`src/rtl/t3rc_defs.svh`:
```
/*
 * Constants of the Timer 3 reload counter: register indices, byte
 * addresses, reset values, field positions and bus response codes.
 * Assumes inclusion by bare name from every file that needs them.
 */
`ifndef T3RC_DEFS_SVH
`define T3RC_DEFS_SVH

`define T3RC_AXI_AW      12
`define T3RC_AXI_DW      32
`define T3RC_REG_DW      8

`define T3RC_IDX_CTRL    8'hc4
`define T3RC_IDX_LOW     8'hc5
`define T3RC_IDX_HIGH    8'hc6

`define T3RC_ADDR_CTRL   ({2'b00, `T3RC_IDX_CTRL, 2'b00})
`define T3RC_ADDR_LOW    ({2'b00, `T3RC_IDX_LOW, 2'b00})
`define T3RC_ADDR_HIGH   ({2'b00, `T3RC_IDX_HIGH, 2'b00})
`define T3RC_ADDR_STAT   12'h320
`define T3RC_ADDR_MASK   12'h324
`define T3RC_ADDR_COUNT  12'h328

`define T3RC_RST_CTRL    8'h00
`define T3RC_RST_LOW     8'h00
`define T3RC_RST_HIGH    8'h00
`define T3RC_RST_STAT    8'h00
`define T3RC_RST_MASK    8'h00
`define T3RC_RST_COUNT   16'h0000
`define T3RC_CNT_STEP    16'h0001
`define T3RC_CNT_MAX     16'hffff

`define T3RC_STAT_OVF    0
`define T3RC_PS_W        3
`define T3RC_DIV_W       7

`define T3RC_RESP_OKAY   2'b00
`define T3RC_RESP_SLVERR 2'b10

`endif

```
`src/rtl/t3rc_pkg.sv`:
```
/*
 * Types of the Timer 3 reload counter: the control register layout and
 * the register selector produced by address decoding.
 * Assumes t3rc_defs.svh is on the include path.
 */
`include "t3rc_defs.svh"

package t3rc_pkg;

	typedef struct packed {
		logic                   uart1_double_rate;
		logic                   uart1_fe_access_sel;
		logic                   uart0_baud_src_sel;
		logic                   timer3_overflow_flag;
		logic                   timer3_run;
		logic [`T3RC_PS_W-1:0]  timer3_prescale;
	} t3rc_ctrl_t;

	typedef enum logic [6:0] {
		T3RC_SEL_NONE  = 7'b0000001,
		T3RC_SEL_CTRL  = 7'b0000010,
		T3RC_SEL_LOW   = 7'b0000100,
		T3RC_SEL_HIGH  = 7'b0001000,
		T3RC_SEL_STAT  = 7'b0010000,
		T3RC_SEL_MASK  = 7'b0100000,
		T3RC_SEL_COUNT = 7'b1000000
	} t3rc_sel_t;

	typedef enum logic [1:0] {
		T3RC_WS_ACCEPT = 2'b01,
		T3RC_WS_RESP   = 2'b10
	} t3rc_wstate_t;

endpackage : t3rc_pkg

```
`src/rtl/t3rc_prescaler.sv`:
```
/*
 * Power-of-two prescaler producing the Timer 3 count tick.
 * Assumes run, prescale and ce come from logic on core_clk.
 */
`timescale 1ns/10ps
`include "t3rc_defs.svh"

module t3rc_prescaler
	import t3rc_pkg::*;
(
	input  wire logic                   core_clk,
	input  wire logic                   rst,
	input  wire logic                   ce,
	input  wire logic                   run,
	input  wire logic [`T3RC_PS_W-1:0]  prescale,
	output logic                        tick
);

	logic [`T3RC_DIV_W-1:0] div_reg;
	logic [`T3RC_DIV_W-1:0] div_mask;

	// The divider restarts while halted so the first tick after a start
	// always comes a full prescaled period later.
	always_ff @(posedge core_clk) begin
		if (rst) begin
			div_reg <= '0;
		end else if (ce) begin
			if (!run) begin
				div_reg <= '0;
			end else begin
				div_reg <= div_reg + {{(`T3RC_DIV_W-1){1'b0}}, 1'b1};
			end
		end
	end

	always_comb begin
		div_mask = ~({`T3RC_DIV_W{1'b1}} << prescale);
	end

	assign tick = ce & run & ((div_reg & div_mask) == div_mask);

endmodule : t3rc_prescaler

```
`src/rtl/t3rc_top.sv`:
```
/*
 * Timer 3 reload counter with its control and reload registers, the
 * serial port steering bits it carries, an interrupt status and mask,
 * and an AXI4-Lite slave for register access.
 * Assumes every input comes from logic on core_clk; isr_enter is a one
 * cycle pulse from the interrupt controller.
 */
// Overview of operation
// The overflow flag, control bit 4, is set whenever the counter overflows.
// Hardware clears the overflow flag when the Timer 3 service routine starts.
// Software can write the overflow flag to either value directly.
// Control bit 3 halts the counter at 0 and lets it run at 1.
// Software writes the reload bytes only while the timer is halted; the reload registers take writes at any time, running or not.
// Control bits 2:0 divide the count clock by 1 up to 128 in powers of two.
// The low reload byte is held in a read/write register.
// The high reload byte is held in a read/write register.
// Control bit 5 picks Timer 1 at 0 or Timer 3 at 1 as serial port 0 baud.
// Control bit 7 doubles the serial port 1 rate in Mode 2.
// Control bit 6 steers serial port 1 bit 7 to mode bit 0 or framing error.
// The 16-bit counter counts up per tick and reloads on overflow.
`timescale 1ns/10ps
`include "t3rc_defs.svh"

module t3rc_top
	import t3rc_pkg::*;
(
	input  wire logic                     core_clk,
	input  wire logic                     rst,
	input  wire logic                     ce,
	input  wire logic [`T3RC_AXI_AW-1:0]  s_axi_awaddr,
	input  wire logic [2:0]               s_axi_awprot,
	input  wire logic                     s_axi_awvalid,
	output logic                          s_axi_awready,
	input  wire logic [`T3RC_AXI_DW-1:0]  s_axi_wdata,
	input  wire logic [3:0]               s_axi_wstrb,
	input  wire logic                     s_axi_wvalid,
	output logic                          s_axi_wready,
	output logic [1:0]                    s_axi_bresp,
	output logic                          s_axi_bvalid,
	input  wire logic                     s_axi_bready,
	input  wire logic [`T3RC_AXI_AW-1:0]  s_axi_araddr,
	input  wire logic [2:0]               s_axi_arprot,
	input  wire logic                     s_axi_arvalid,
	output logic                          s_axi_arready,
	output logic [`T3RC_AXI_DW-1:0]       s_axi_rdata,
	output logic [1:0]                    s_axi_rresp,
	output logic                          s_axi_rvalid,
	input  wire logic                     s_axi_rready,
	input  wire logic                     isr_enter,
	input  wire logic                     timer1_baud_tick,
	input  wire logic                     uart1_mode_bit0,
	input  wire logic                     uart1_framing_error,
	output logic                          uart0_baud_tick,
	output logic                          uart1_double_rate,
	output logic                          uart1_bit7_to_fe,
	output logic                          uart1_bit7_value,
	output logic                          timer3_overflow_flag,
	output logic                          timer3_overflow_pulse,
	output logic                          irq
);

	function automatic t3rc_sel_t t3rc_decode(
		input logic [`T3RC_AXI_AW-1:0] addr
	);
		t3rc_sel_t sel;
		sel = T3RC_SEL_NONE;
		case (addr)
			`T3RC_ADDR_CTRL:  sel = T3RC_SEL_CTRL;
			`T3RC_ADDR_LOW:   sel = T3RC_SEL_LOW;
			`T3RC_ADDR_HIGH:  sel = T3RC_SEL_HIGH;
			`T3RC_ADDR_STAT:  sel = T3RC_SEL_STAT;
			`T3RC_ADDR_MASK:  sel = T3RC_SEL_MASK;
			`T3RC_ADDR_COUNT: sel = T3RC_SEL_COUNT;
			default:          sel = T3RC_SEL_NONE;
		endcase
		return sel;
	endfunction : t3rc_decode

	t3rc_ctrl_t                 ctrl_reg;
	logic [`T3RC_REG_DW-1:0]    reload_low_reg;
	logic [`T3RC_REG_DW-1:0]    reload_high_reg;
	logic [`T3RC_REG_DW-1:0]    stat_reg;
	logic [`T3RC_REG_DW-1:0]    mask_reg;
	logic [15:0]                count_reg;
	logic                       ovf_pulse_reg;
	logic                       tick;
	logic                       overflow;

	t3rc_wstate_t               wstate_reg;
	logic                       aw_have_reg;
	logic                       w_have_reg;
	logic [`T3RC_AXI_AW-1:0]    aw_addr_reg;
	logic [`T3RC_AXI_DW-1:0]    w_data_reg;
	logic [3:0]                 w_strb_reg;
	logic [1:0]                 bresp_reg;
	logic                       rvalid_reg;
	logic [`T3RC_AXI_DW-1:0]    rdata_reg;
	logic [1:0]                 rresp_reg;

	logic                       aw_fire;
	logic                       w_fire;
	logic                       ar_fire;
	logic                       wr_do;
	logic [`T3RC_AXI_AW-1:0]    wr_addr;
	logic [`T3RC_AXI_DW-1:0]    wr_data;
	logic [3:0]                 wr_strb;
	t3rc_sel_t                  wr_sel;
	t3rc_sel_t                  rd_sel;
	logic                       wr_lane0;
	logic [`T3RC_AXI_DW-1:0]    rd_value;
	t3rc_ctrl_t                 wr_ctrl;

	// Write channel: address and data are taken in either order.
	assign s_axi_awready = ce & (wstate_reg == T3RC_WS_ACCEPT) & ~aw_have_reg;
	assign s_axi_wready  = ce & (wstate_reg == T3RC_WS_ACCEPT) & ~w_have_reg;
	assign s_axi_bvalid  = (wstate_reg == T3RC_WS_RESP);
	assign s_axi_bresp   = bresp_reg;
	assign aw_fire       = s_axi_awvalid & s_axi_awready;
	assign w_fire        = s_axi_wvalid & s_axi_wready;

	assign wr_do   = (wstate_reg == T3RC_WS_ACCEPT) & ce &
	                 (aw_have_reg | aw_fire) & (w_have_reg | w_fire);
	assign wr_addr = aw_have_reg ? aw_addr_reg : s_axi_awaddr;
	assign wr_data = w_have_reg ? w_data_reg : s_axi_wdata;
	assign wr_strb = w_have_reg ? w_strb_reg : s_axi_wstrb;
	assign wr_sel  = t3rc_decode(wr_addr);
	assign wr_lane0 = wr_do & wr_strb[0];
	assign wr_ctrl = t3rc_ctrl_t'(wr_data[`T3RC_REG_DW-1:0]);

	always_ff @(posedge core_clk) begin
		if (rst) begin
			wstate_reg  <= T3RC_WS_ACCEPT;
			aw_have_reg <= 1'b0;
			w_have_reg  <= 1'b0;
			aw_addr_reg <= '0;
			w_data_reg  <= '0;
			w_strb_reg  <= '0;
			bresp_reg   <= `T3RC_RESP_OKAY;
		end else if (ce) begin
			case (wstate_reg)
				T3RC_WS_ACCEPT: begin
					if (wr_do) begin
						aw_have_reg <= 1'b0;
						w_have_reg  <= 1'b0;
						wstate_reg  <= T3RC_WS_RESP;
						bresp_reg   <= (wr_sel == T3RC_SEL_NONE) ?
						               `T3RC_RESP_SLVERR : `T3RC_RESP_OKAY;
					end else begin
						if (aw_fire) begin
							aw_have_reg <= 1'b1;
							aw_addr_reg <= s_axi_awaddr;
						end
						if (w_fire) begin
							w_have_reg <= 1'b1;
							w_data_reg <= s_axi_wdata;
							w_strb_reg <= s_axi_wstrb;
						end
					end
				end
				T3RC_WS_RESP: begin
					if (s_axi_bready) begin
						wstate_reg <= T3RC_WS_ACCEPT;
					end
				end
				default: begin
					wstate_reg <= T3RC_WS_ACCEPT;
				end
			endcase
		end
	end

	// Read channel: one read at a time, data captured on acceptance.
	assign s_axi_arready = ce & ~rvalid_reg;
	assign ar_fire       = s_axi_arvalid & s_axi_arready;
	assign s_axi_rvalid  = rvalid_reg;
	assign s_axi_rdata   = rdata_reg;
	assign s_axi_rresp   = rresp_reg;
	assign rd_sel        = t3rc_decode(s_axi_araddr);

	always_comb begin
		rd_value = '0;
		case (rd_sel)
			T3RC_SEL_CTRL:  rd_value[`T3RC_REG_DW-1:0] = ctrl_reg;
			T3RC_SEL_LOW:   rd_value[`T3RC_REG_DW-1:0] = reload_low_reg;
			T3RC_SEL_HIGH:  rd_value[`T3RC_REG_DW-1:0] = reload_high_reg;
			T3RC_SEL_STAT:  rd_value[`T3RC_REG_DW-1:0] = stat_reg;
			T3RC_SEL_MASK:  rd_value[`T3RC_REG_DW-1:0] = mask_reg;
			T3RC_SEL_COUNT: rd_value[15:0] = count_reg;
			default:        rd_value = '0;
		endcase
	end

	always_ff @(posedge core_clk) begin
		if (rst) begin
			rvalid_reg <= 1'b0;
			rdata_reg  <= '0;
			rresp_reg  <= `T3RC_RESP_OKAY;
		end else if (ce) begin
			if (ar_fire) begin
				rvalid_reg <= 1'b1;
				rdata_reg  <= rd_value;
				rresp_reg  <= (rd_sel == T3RC_SEL_NONE) ?
				              `T3RC_RESP_SLVERR : `T3RC_RESP_OKAY;
			end else if (s_axi_rready) begin
				rvalid_reg <= 1'b0;
			end
		end
	end

	// Count tick generation.
	t3rc_prescaler u_prescaler (
		.core_clk (core_clk),
		.rst      (rst),
		.ce       (ce),
		.run      (ctrl_reg.timer3_run),
		.prescale (ctrl_reg.timer3_prescale),
		.tick     (tick)
	);

	assign overflow = tick & (count_reg == `T3RC_CNT_MAX);

	// A halted counter keeps its value; it is not cleared by stopping.
	always_ff @(posedge core_clk) begin
		if (rst) begin
			count_reg <= `T3RC_RST_COUNT;
		end else if (ce && ctrl_reg.timer3_run && tick) begin
			if (overflow) begin
				count_reg <= {reload_high_reg, reload_low_reg};
			end else begin
				count_reg <= count_reg + `T3RC_CNT_STEP;
			end
		end
	end

	always_ff @(posedge core_clk) begin
		if (rst) begin
			ovf_pulse_reg <= 1'b0;
		end else if (ce) begin
			ovf_pulse_reg <= overflow;
		end
	end

	// Control register. The overflow set outranks every clear in the same
	// cycle so that no overflow is lost.
	always_ff @(posedge core_clk) begin
		if (rst) begin
			ctrl_reg <= t3rc_ctrl_t'(`T3RC_RST_CTRL);
		end else if (ce) begin
			if (wr_lane0 && wr_sel == T3RC_SEL_CTRL) begin
				ctrl_reg.uart1_double_rate   <= wr_ctrl.uart1_double_rate;
				ctrl_reg.uart1_fe_access_sel <= wr_ctrl.uart1_fe_access_sel;
				ctrl_reg.uart0_baud_src_sel  <= wr_ctrl.uart0_baud_src_sel;
				ctrl_reg.timer3_run          <= wr_ctrl.timer3_run;
				ctrl_reg.timer3_prescale     <= wr_ctrl.timer3_prescale;
			end
			if (overflow) begin
				ctrl_reg.timer3_overflow_flag <= 1'b1;
			end else if (wr_lane0 && wr_sel == T3RC_SEL_CTRL) begin
				ctrl_reg.timer3_overflow_flag <= wr_ctrl.timer3_overflow_flag;
			end else if (isr_enter) begin
				ctrl_reg.timer3_overflow_flag <= 1'b0;
			end
		end
	end

	// Writes while running are stored as given; the counter may pick up a
	// half-updated reload value, which software must avoid.
	always_ff @(posedge core_clk) begin
		if (rst) begin
			reload_low_reg  <= `T3RC_RST_LOW;
			reload_high_reg <= `T3RC_RST_HIGH;
		end else if (ce && wr_lane0) begin
			if (wr_sel == T3RC_SEL_LOW) begin
				reload_low_reg <= wr_data[`T3RC_REG_DW-1:0];
			end
			if (wr_sel == T3RC_SEL_HIGH) begin
				reload_high_reg <= wr_data[`T3RC_REG_DW-1:0];
			end
		end
	end

	// Interrupt status clears on read; a new overflow in that cycle wins.
	always_ff @(posedge core_clk) begin
		if (rst) begin
			stat_reg <= `T3RC_RST_STAT;
		end else if (ce) begin
			if (ar_fire && rd_sel == T3RC_SEL_STAT) begin
				stat_reg <= `T3RC_RST_STAT;
			end
			if (overflow) begin
				stat_reg[`T3RC_STAT_OVF] <= 1'b1;
			end
		end
	end

	always_ff @(posedge core_clk) begin
		if (rst) begin
			mask_reg <= `T3RC_RST_MASK;
		end else if (ce && wr_lane0 && wr_sel == T3RC_SEL_MASK) begin
			mask_reg <= wr_data[`T3RC_REG_DW-1:0];
		end
	end

	assign irq = |(stat_reg & mask_reg);

	// Serial port steering.
	assign uart0_baud_tick = ctrl_reg.uart0_baud_src_sel ?
	                         ovf_pulse_reg : timer1_baud_tick;
	assign uart1_double_rate = ctrl_reg.uart1_double_rate;
	assign uart1_bit7_to_fe  = ctrl_reg.uart1_fe_access_sel;
	assign uart1_bit7_value  = ctrl_reg.uart1_fe_access_sel ?
	                           uart1_framing_error : uart1_mode_bit0;

	assign timer3_overflow_flag  = ctrl_reg.timer3_overflow_flag;
	assign timer3_overflow_pulse = ovf_pulse_reg;

endmodule : t3rc_top

```
`config.mk`:
```
export PLATFORM = sky130hd
export DESIGN_NAME = t3rc_top
export DESIGN_NICKNAME = d
export VERILOG_FILES = /design/src/rtl/t3rc_pkg.sv /design/src/rtl/t3rc_prescaler.sv /design/src/rtl/t3rc_top.sv
export VERILOG_INCLUDE_DIRS = /design/src /design/src/rtl
export SDC_FILE = /design/constraint.sdc
export NUM_CORES = 1
export LEC_CHECK = 0
export ABC_AREA = 1
export BUFFER_PORTS_ARGS = -buffer_cell sky130_fd_sc_hd__buf_2
export CAP_MARGIN = 20
export CORE_ASPECT_RATIO = 0.5
export CORE_MARGIN = 2
export CORE_UTILIZATION = 26
export DETAILED_ROUTE_END_ITERATION = 8
export HOLD_SLACK_MARGIN = 0.08
export PLACE_DENSITY_LB_ADDON = 0.1
export RECOVER_POWER = 100
export SKIP_LAST_GASP = 1
export SYNTH_ARGS = -nofsm -noshare
export SYNTH_HDL_FRONTEND = slang
export SYNTH_SLANG_ARGS = --single-unit
```
`constraint.sdc`:
```
create_clock -name core_clk -period 4.64 [get_ports core_clk]
set_input_delay 0.232 -clock core_clk [delete_from_list [all_inputs] [get_ports core_clk]]
set_output_delay 0.232 -clock core_clk [all_outputs]
set_load 0.01 [all_outputs]
```
==> impl_metrics.ini, run 1 <==
[timing]
relSlewSlack_pct = -77.3
final_hold_viol_count = 0
whs_ps = 151
finalCritPeriodShare_pct = 68.9
slew_violations = 54
tightest_slew_ps = 2660
clock_skew_ps = 7.15
setup_tns_ps = 0
max_freq_ghz = 0.313
rsz0062_at_grt = false
min_period_ps = 3200
setup_violations = 0

[worst_setup_path]
r2r_end = mask_reg[0]
crit_required_ps = 4750
rr_worst_depth = 7
crit-reg2reg-launch = w_have_reg
crit_path_max_fanout = 21
timing_worst_setup_path_type = register to register
cp-end-kind = register
arrival_ps = 3310
cp-start-kind = register
reg2reg_slack_ps = 1440
critPathLaunch = w_have_reg
endpoint = mask_reg[0]

[place]
dpl.cell_count = 1133
place_hpwl_um = 12000
io_buffer_count = 74
placed_cell_area_mm2 = 0.00589
gp_congestion = 0.796

[logic_synthesis]
syn-mean-instance-area_um2 = 6.62
synth-seq-area-share_pct = 37.5
syn_inst = 815
ys.flop_type = dfxtp_1
synth.distinct_cells = 41
ys_seq_elements = 101
async_reset_ff_share_pct = 0
netlist_area_mm2 = 0.00540
synth_edf_count = 0
yosys_warnings = 0

[grt]
overflow = 0
grt_max_degree = 54
antenna_found_initial = 0
track_usage_pct = 15.1
grt_pass1_vias = 4758
grt_pass1_wl_um = 26200

[clocking]
clk_pin_slew_worst_paths_ps = 70
htreeDepth = 3
ctsHoldBuffers = 0
clk_latency_ps = 350
cts.sinks = 101
cts_tree = yes
cts_made_buffers = 9
postCtsSetupBuffers = 0
clockBufferDepth = 2
cts_root_buf = clkbuf_16
ctsResizeCount = 0

[floorplan]
die_w_um = 208
placementRows = 37
die_y_um = 106
dieArea_mm2 = 0.0220
core_mm2 = 0.0205
initial_core_util_pct = 26.4
ios = 126

[detailed_routing]
route.antenna.remaining_nets = 0
drtIter0Drc = 214
wl_um = 16400
viasPerCell = 4.45
wl_per_cell_um = 14.2
drt-pass1-iter-count = 5
drcViolationCount = 0
vias = 5108

[power_and_ir_drop]
leakagePower_uw = 0.00241
p_per_area_mw_per_mm2 = 318
peakVddDrop_mv = 0.170

[cells_and_area]
syn2layout_area_growth_pct = 12.8
n_fill_cell = 2355
final_common_cell = nand2_1
stdcell_count = 1149
finalNetCount = 951
final_area_mm2 = 0.00609
antenna_cells = 0
multi_input_area_mm2 = 0.00279
seqCellArea_mm2 = 0.00202
final_util_pct = 29.8
final_cell_mix = nand2_1, dfxtp_1, nand3_1
drive_above_1_share_pct = 9.70

[status]
status = finished with violations
violations = capacitance limit, slew limit

[min_path]
holdCritPathClass = input pin to register

[job]
cap_violations = 1
## final cells by class
class / instances / share of cell area (%)
Timing Repair Buffer: 76 / 5.65
Multi-Input combinational cell: 603 / 45.8
Clock inverter: 6 / 0.781
Inverter: 80 / 4.99
Tap cell: 273 / 5.61
Sequential cell: 101 / 33.2
Clock buffer: 10 / 3.92
## how the worst min path moves through the flow
stage	from	endpoint	slack, ps	cells after the start
floorplan	s_axi_rready	s_axi_rvalid	410	3
global placement	w_strb_reg[0]	w_strb_reg[0]	430	2
detailed placement	aw_addr_reg[2]	aw_addr_reg[2]	440	2
CTS	s_axi_rready	s_axi_rvalid	130	4
global route	s_axi_awaddr[6]	aw_addr_reg[6]	170	3
finish	s_axi_rready	s_axi_rvalid	150	4
## logic make-up (layout without fill, tap and decap cells)
group                    count (synthesis)  in the layout  share of synthesized area (%)
AND/OR/NAND/NOR                        418            418                           34.2
AO/OA/AOI/OAI                          156            156                           15.0
buffers and inverters                  128            172                           11.2
flip-flops                             101            101                           37.5
XOR/XNOR                                 7              7                           1.14
adder cells (fa/ha/maj)                  2              2                          0.464
multiplexers                             2              2                          0.417
other                                    1             18                         0.0695
## per-stage QoR
step           worst slack [ps]  power [uW]
2_1_floorplan              3090        1150
3_3_place_gp               2100        1220
3_5_place_dp               2090        1220
4_1_cts                    2160        1980
5_1_grt                    1060        2050
6_report                   1440        1940
## where the power goes
| part | leakage [uW] | switching, uW | internal [uW] |
|---|---|---|---|
| clock network | 0.000139 | 363 | 383 |
| registers | 0.000818 | 28.3 | 908 |
| logic | 0.00146 | 179 | 73.8 |
## Yosys cell counts, types with 2 or more instances
library cell | count | share of area [%]
nand3_1 | 95 | 8.8
buf_6 | 4 | 0.83
dfxtp_1 | 101 | 37
inv_1 | 69 | 4.8
a21oi_1 | 84 | 7.8
nor3b_1 | 2 | 0.28
clkinv_1 | 2 | 0.14
nor3_1 | 2 | 0.19
clkinv_2 | 2 | 0.19
nand3_4 | 3 | 0.97
xor2_1 | 3 | 0.49
buf_4 | 20 | 2.8
nand2_2 | 6 | 0.70
inv_2 | 6 | 0.42
ha_1 | 2 | 0.46
mux2_2 | 2 | 0.42
a21boi_0 | 2 | 0.28
nor2_4 | 2 | 0.42
xnor2_1 | 4 | 0.65
buf_2 | 11 | 1.0
clkbuf_1 | 13 | 0.90
o21ai_1 | 5 | 0.46
nor2_2 | 7 | 0.81
o21ai_0 | 58 | 5.4
nor2_1 | 89 | 6.2
nand2_1 | 196 | 14
nand4_1 | 11 | 1.3
## critical path, stage by stage (launching register included)
cell and delay, ps:
dfxtp_1 730, o21ai_0 190, nand3_1 150, clkinvlp_2 550
nand3_1 630, clkinvlp_2 480, nand2_1 160, a21oi_1 70
## metal layers
layer	vias up	track usage, %	share of wire (%)
met4	0	2.13	0.37
met2	66	24.5	45
met3	4	3.16	3.0
li1	2734	-	-
met1	2304	21.1	52
met5	-	0	0
No activity file was read; power rests on OpenSTA's default activity.
==> run 2, diff against run 1 <==
- ABC_AREA: 1 -> 0
- clock period: 4.64 -> 2.8 ns (I/O delays scaled with it)
==> impl_metrics.ini, run 2 <==
[logic_synthesis]
synthAdderAreaFrac_pct = 0.494
synth.most_common_cell = dfxtp_1
netlist_area_mm2 = 0.00507
synth-seq-area-share_pct = 39.9
yosys-top-cells-area = dfxtp_1, mux2i_1, nor2_1, mux2_2, a22oi_1
synth_edf_count = 0
synth_top_family_by_area = simple AND/OR/NAND/NOR gates
ys_seq_elements = 101
synth.distinct_cells = 53
synth_xor_area_share_pct = 1.04
syn-mean-instance-area_um2 = 9.03
synth_compound_area_share_pct = 17.4
ys.flop_type = dfxtp_1
synthTopCellsByCount = dfxtp_1, nor2_1, mux2i_1
yosys.area_share.simple_pct = 19.6
syn_inst = 561
synth_top_area_share_pct = 39.9
yosys_warnings = 0
synth.area.mux_share_pct = 15.8
async_reset_ff_share_pct = 0
synth.largest_area_cell = dfxtp_1

[grt]
grt_max_degree = 33
grt_pass1_wl_um = 24600
grt_pass1_vias = 4063
overflow = 0
antenna_found_initial = 0
track_usage_pct = 15.7

[place]
gp_congestion = 0.787
place_hpwl_um = 11800
io_buffer_count = 74

[timing]
relSlewSlack_pct = -10.9
final_hold_viol_count = 0
tightest_slew_ps = 1660
finalCritPeriodShare_pct = 93.3
max_freq_ghz = 0.383
slew_violations = 32
setup_tns_ps = 0
whs_ps = 99.9
clock_skew_ps = 10.6
rsz0062_at_grt = false
min_period_ps = 2610
setup_violations = 0

[detailed_routing]
vias = 4421
viasPerCell = 4.76
drt-pass1-iter-count = 4
drtIter0Drc = 249
route.antenna.remaining_nets = 0
wl_um = 16200
drcViolationCount = 0
wl_per_cell_um = 17.4

[clocking]
htreeDepth = 3
cts_tree = yes
clockBufferDepth = 2
postCtsSetupBuffers = 0
clk_latency_ps = 350
cts.sinks = 101
clk_pin_slew_worst_paths_ps = 70
cts_root_buf = clkbuf_16
cts_made_buffers = 9

[min_path]
min_to = s_axi_rvalid
holdPathStages = 4
holdCritPathClass = input pin to register
min_from = s_axi_rready

[cells_and_area]
finalNetCount = 737
drive_above_1_share_pct = 14.7
antenna_cells = 0
syn2layout_area_growth_pct = 22.0
final_common_cell = dfxtp_1
final_cell_mix = dfxtp_1, nor2_1, mux2i_1

[floorplan]
core_mm2 = 0.0193
dieArea_mm2 = 0.0207
die_w_um = 201
placementRows = 36
ios = 126
die_y_um = 103
initial_core_util_pct = 26.3

[worst_setup_path]
rr_worst_depth = 7
arrival_ps = 2790
cp-start-kind = input pin
crit-reg2reg-launch = count_reg[0]
crit_path_max_fanout = 8
critPathLaunch = s_axi_awaddr[10]
crit_required_ps = 2980
cp-end-kind = register
reg2reg_slack_ps = 440
timing_worst_setup_path_type = input pin to register
r2r_end = count_reg[3]

[status]
status = finished with violations
violations = capacitance limit, slew limit

[job]
cap_violations = 1

[power_and_ir_drop]
p_per_area_mw_per_mm2 = 493
leakagePower_uw = 0.00221
peakVddDrop_mv = 0.205
==> run 2: repair_timing <==
item,in CTS,in global routing
hold endpoints to repair,18,0
resized for setup,0,1
hold buffers,18,0
setup endpoints to repair,0,31
==> run 2: how the worst max path moves through the flow <==
stage,end,slack [ps],cells after the start
2_1_floorplan,mask_reg[0],460,6
3_5_place_dp,reload_high_reg[6],220,7
5_1_grt,reload_high_reg[5],80,8
4_1_cts,reload_high_reg[6],30,8
6_report,reload_high_reg[6],190,8
3_3_place_gp,reload_high_reg[4],240,7
==> run 2: report_power, final <==
| part | internal, uW | leakage (uW) | switching, uW |
|---|---|---|---|
| clock | 718 | 0.000134 | 572 |
| combinational | 108 | 0.00126 | 169 |
| sequential | 1460 | 0.000816 | 20.6 |
==> run 2: layout make-up <==
| class | instances | area (um^2) |
|---|---|---|
| repair buffers | 114 | 673 |
| flip-flops and latches | 101 | 2020 |
| inverters | 7 | 26.3 |
| clock inverters | 5 | 60.1 |
| clock buffers | 11 | 243 |
| multi-input cells | 424 | 2830 |
| fillers | 2052 | 13100 |
| well taps | 266 | 333 |
==> run 2: logic make-up (layout without fill, tap and decap cells) <==
| family | Yosys count | in the layout |
|---|---|---|
| AOI/OAI and AO/OA | 118 | 118 |
| xor gates and xnor gates | 6 | 6 |
| adders and majority gates | 2 | 2 |
| buffers and inverters | 53 | 137 |
| DFF | 101 | 101 |
| muxes | 78 | 78 |
| other | 1 | 18 |
| and+or+nand+nor | 202 | 202 |
==> run 2: routing by layer <==
metal	GRT usage, %	up-vias	wire length [um]
met1	23.6	2096	8800
li1	-	2219	-
met3	3.16	12	558
met5	0	-	0
met4	3.79	0	201
met2	22.8	94	6610
==> run 2: metrics by stage <==
stage	area, um^2	utilization (%)	std cells	power [uW]	setup slack [ps]
2_1_floorplan	5130	-	578	1680	457
3_3_place_gp	5760	29.9	894	1770	235
3_5_place_dp	5760	29.9	894	1780	220
4_1_cts	6250	32.4	928	3100	34.3
5_1_grt	6180	32.1	928	3180	81.7
6_report	6180	32.1	928	3040	187
==> run 2: critical path, cell delays in order <==
cell	delay (ps)
dlygate4sd3_1	530
clkbuf_1	110
or4_1	520
or4_4	590
a2111oi_4	370
buf_4	260
mux2i_1	210
nor2_1	50
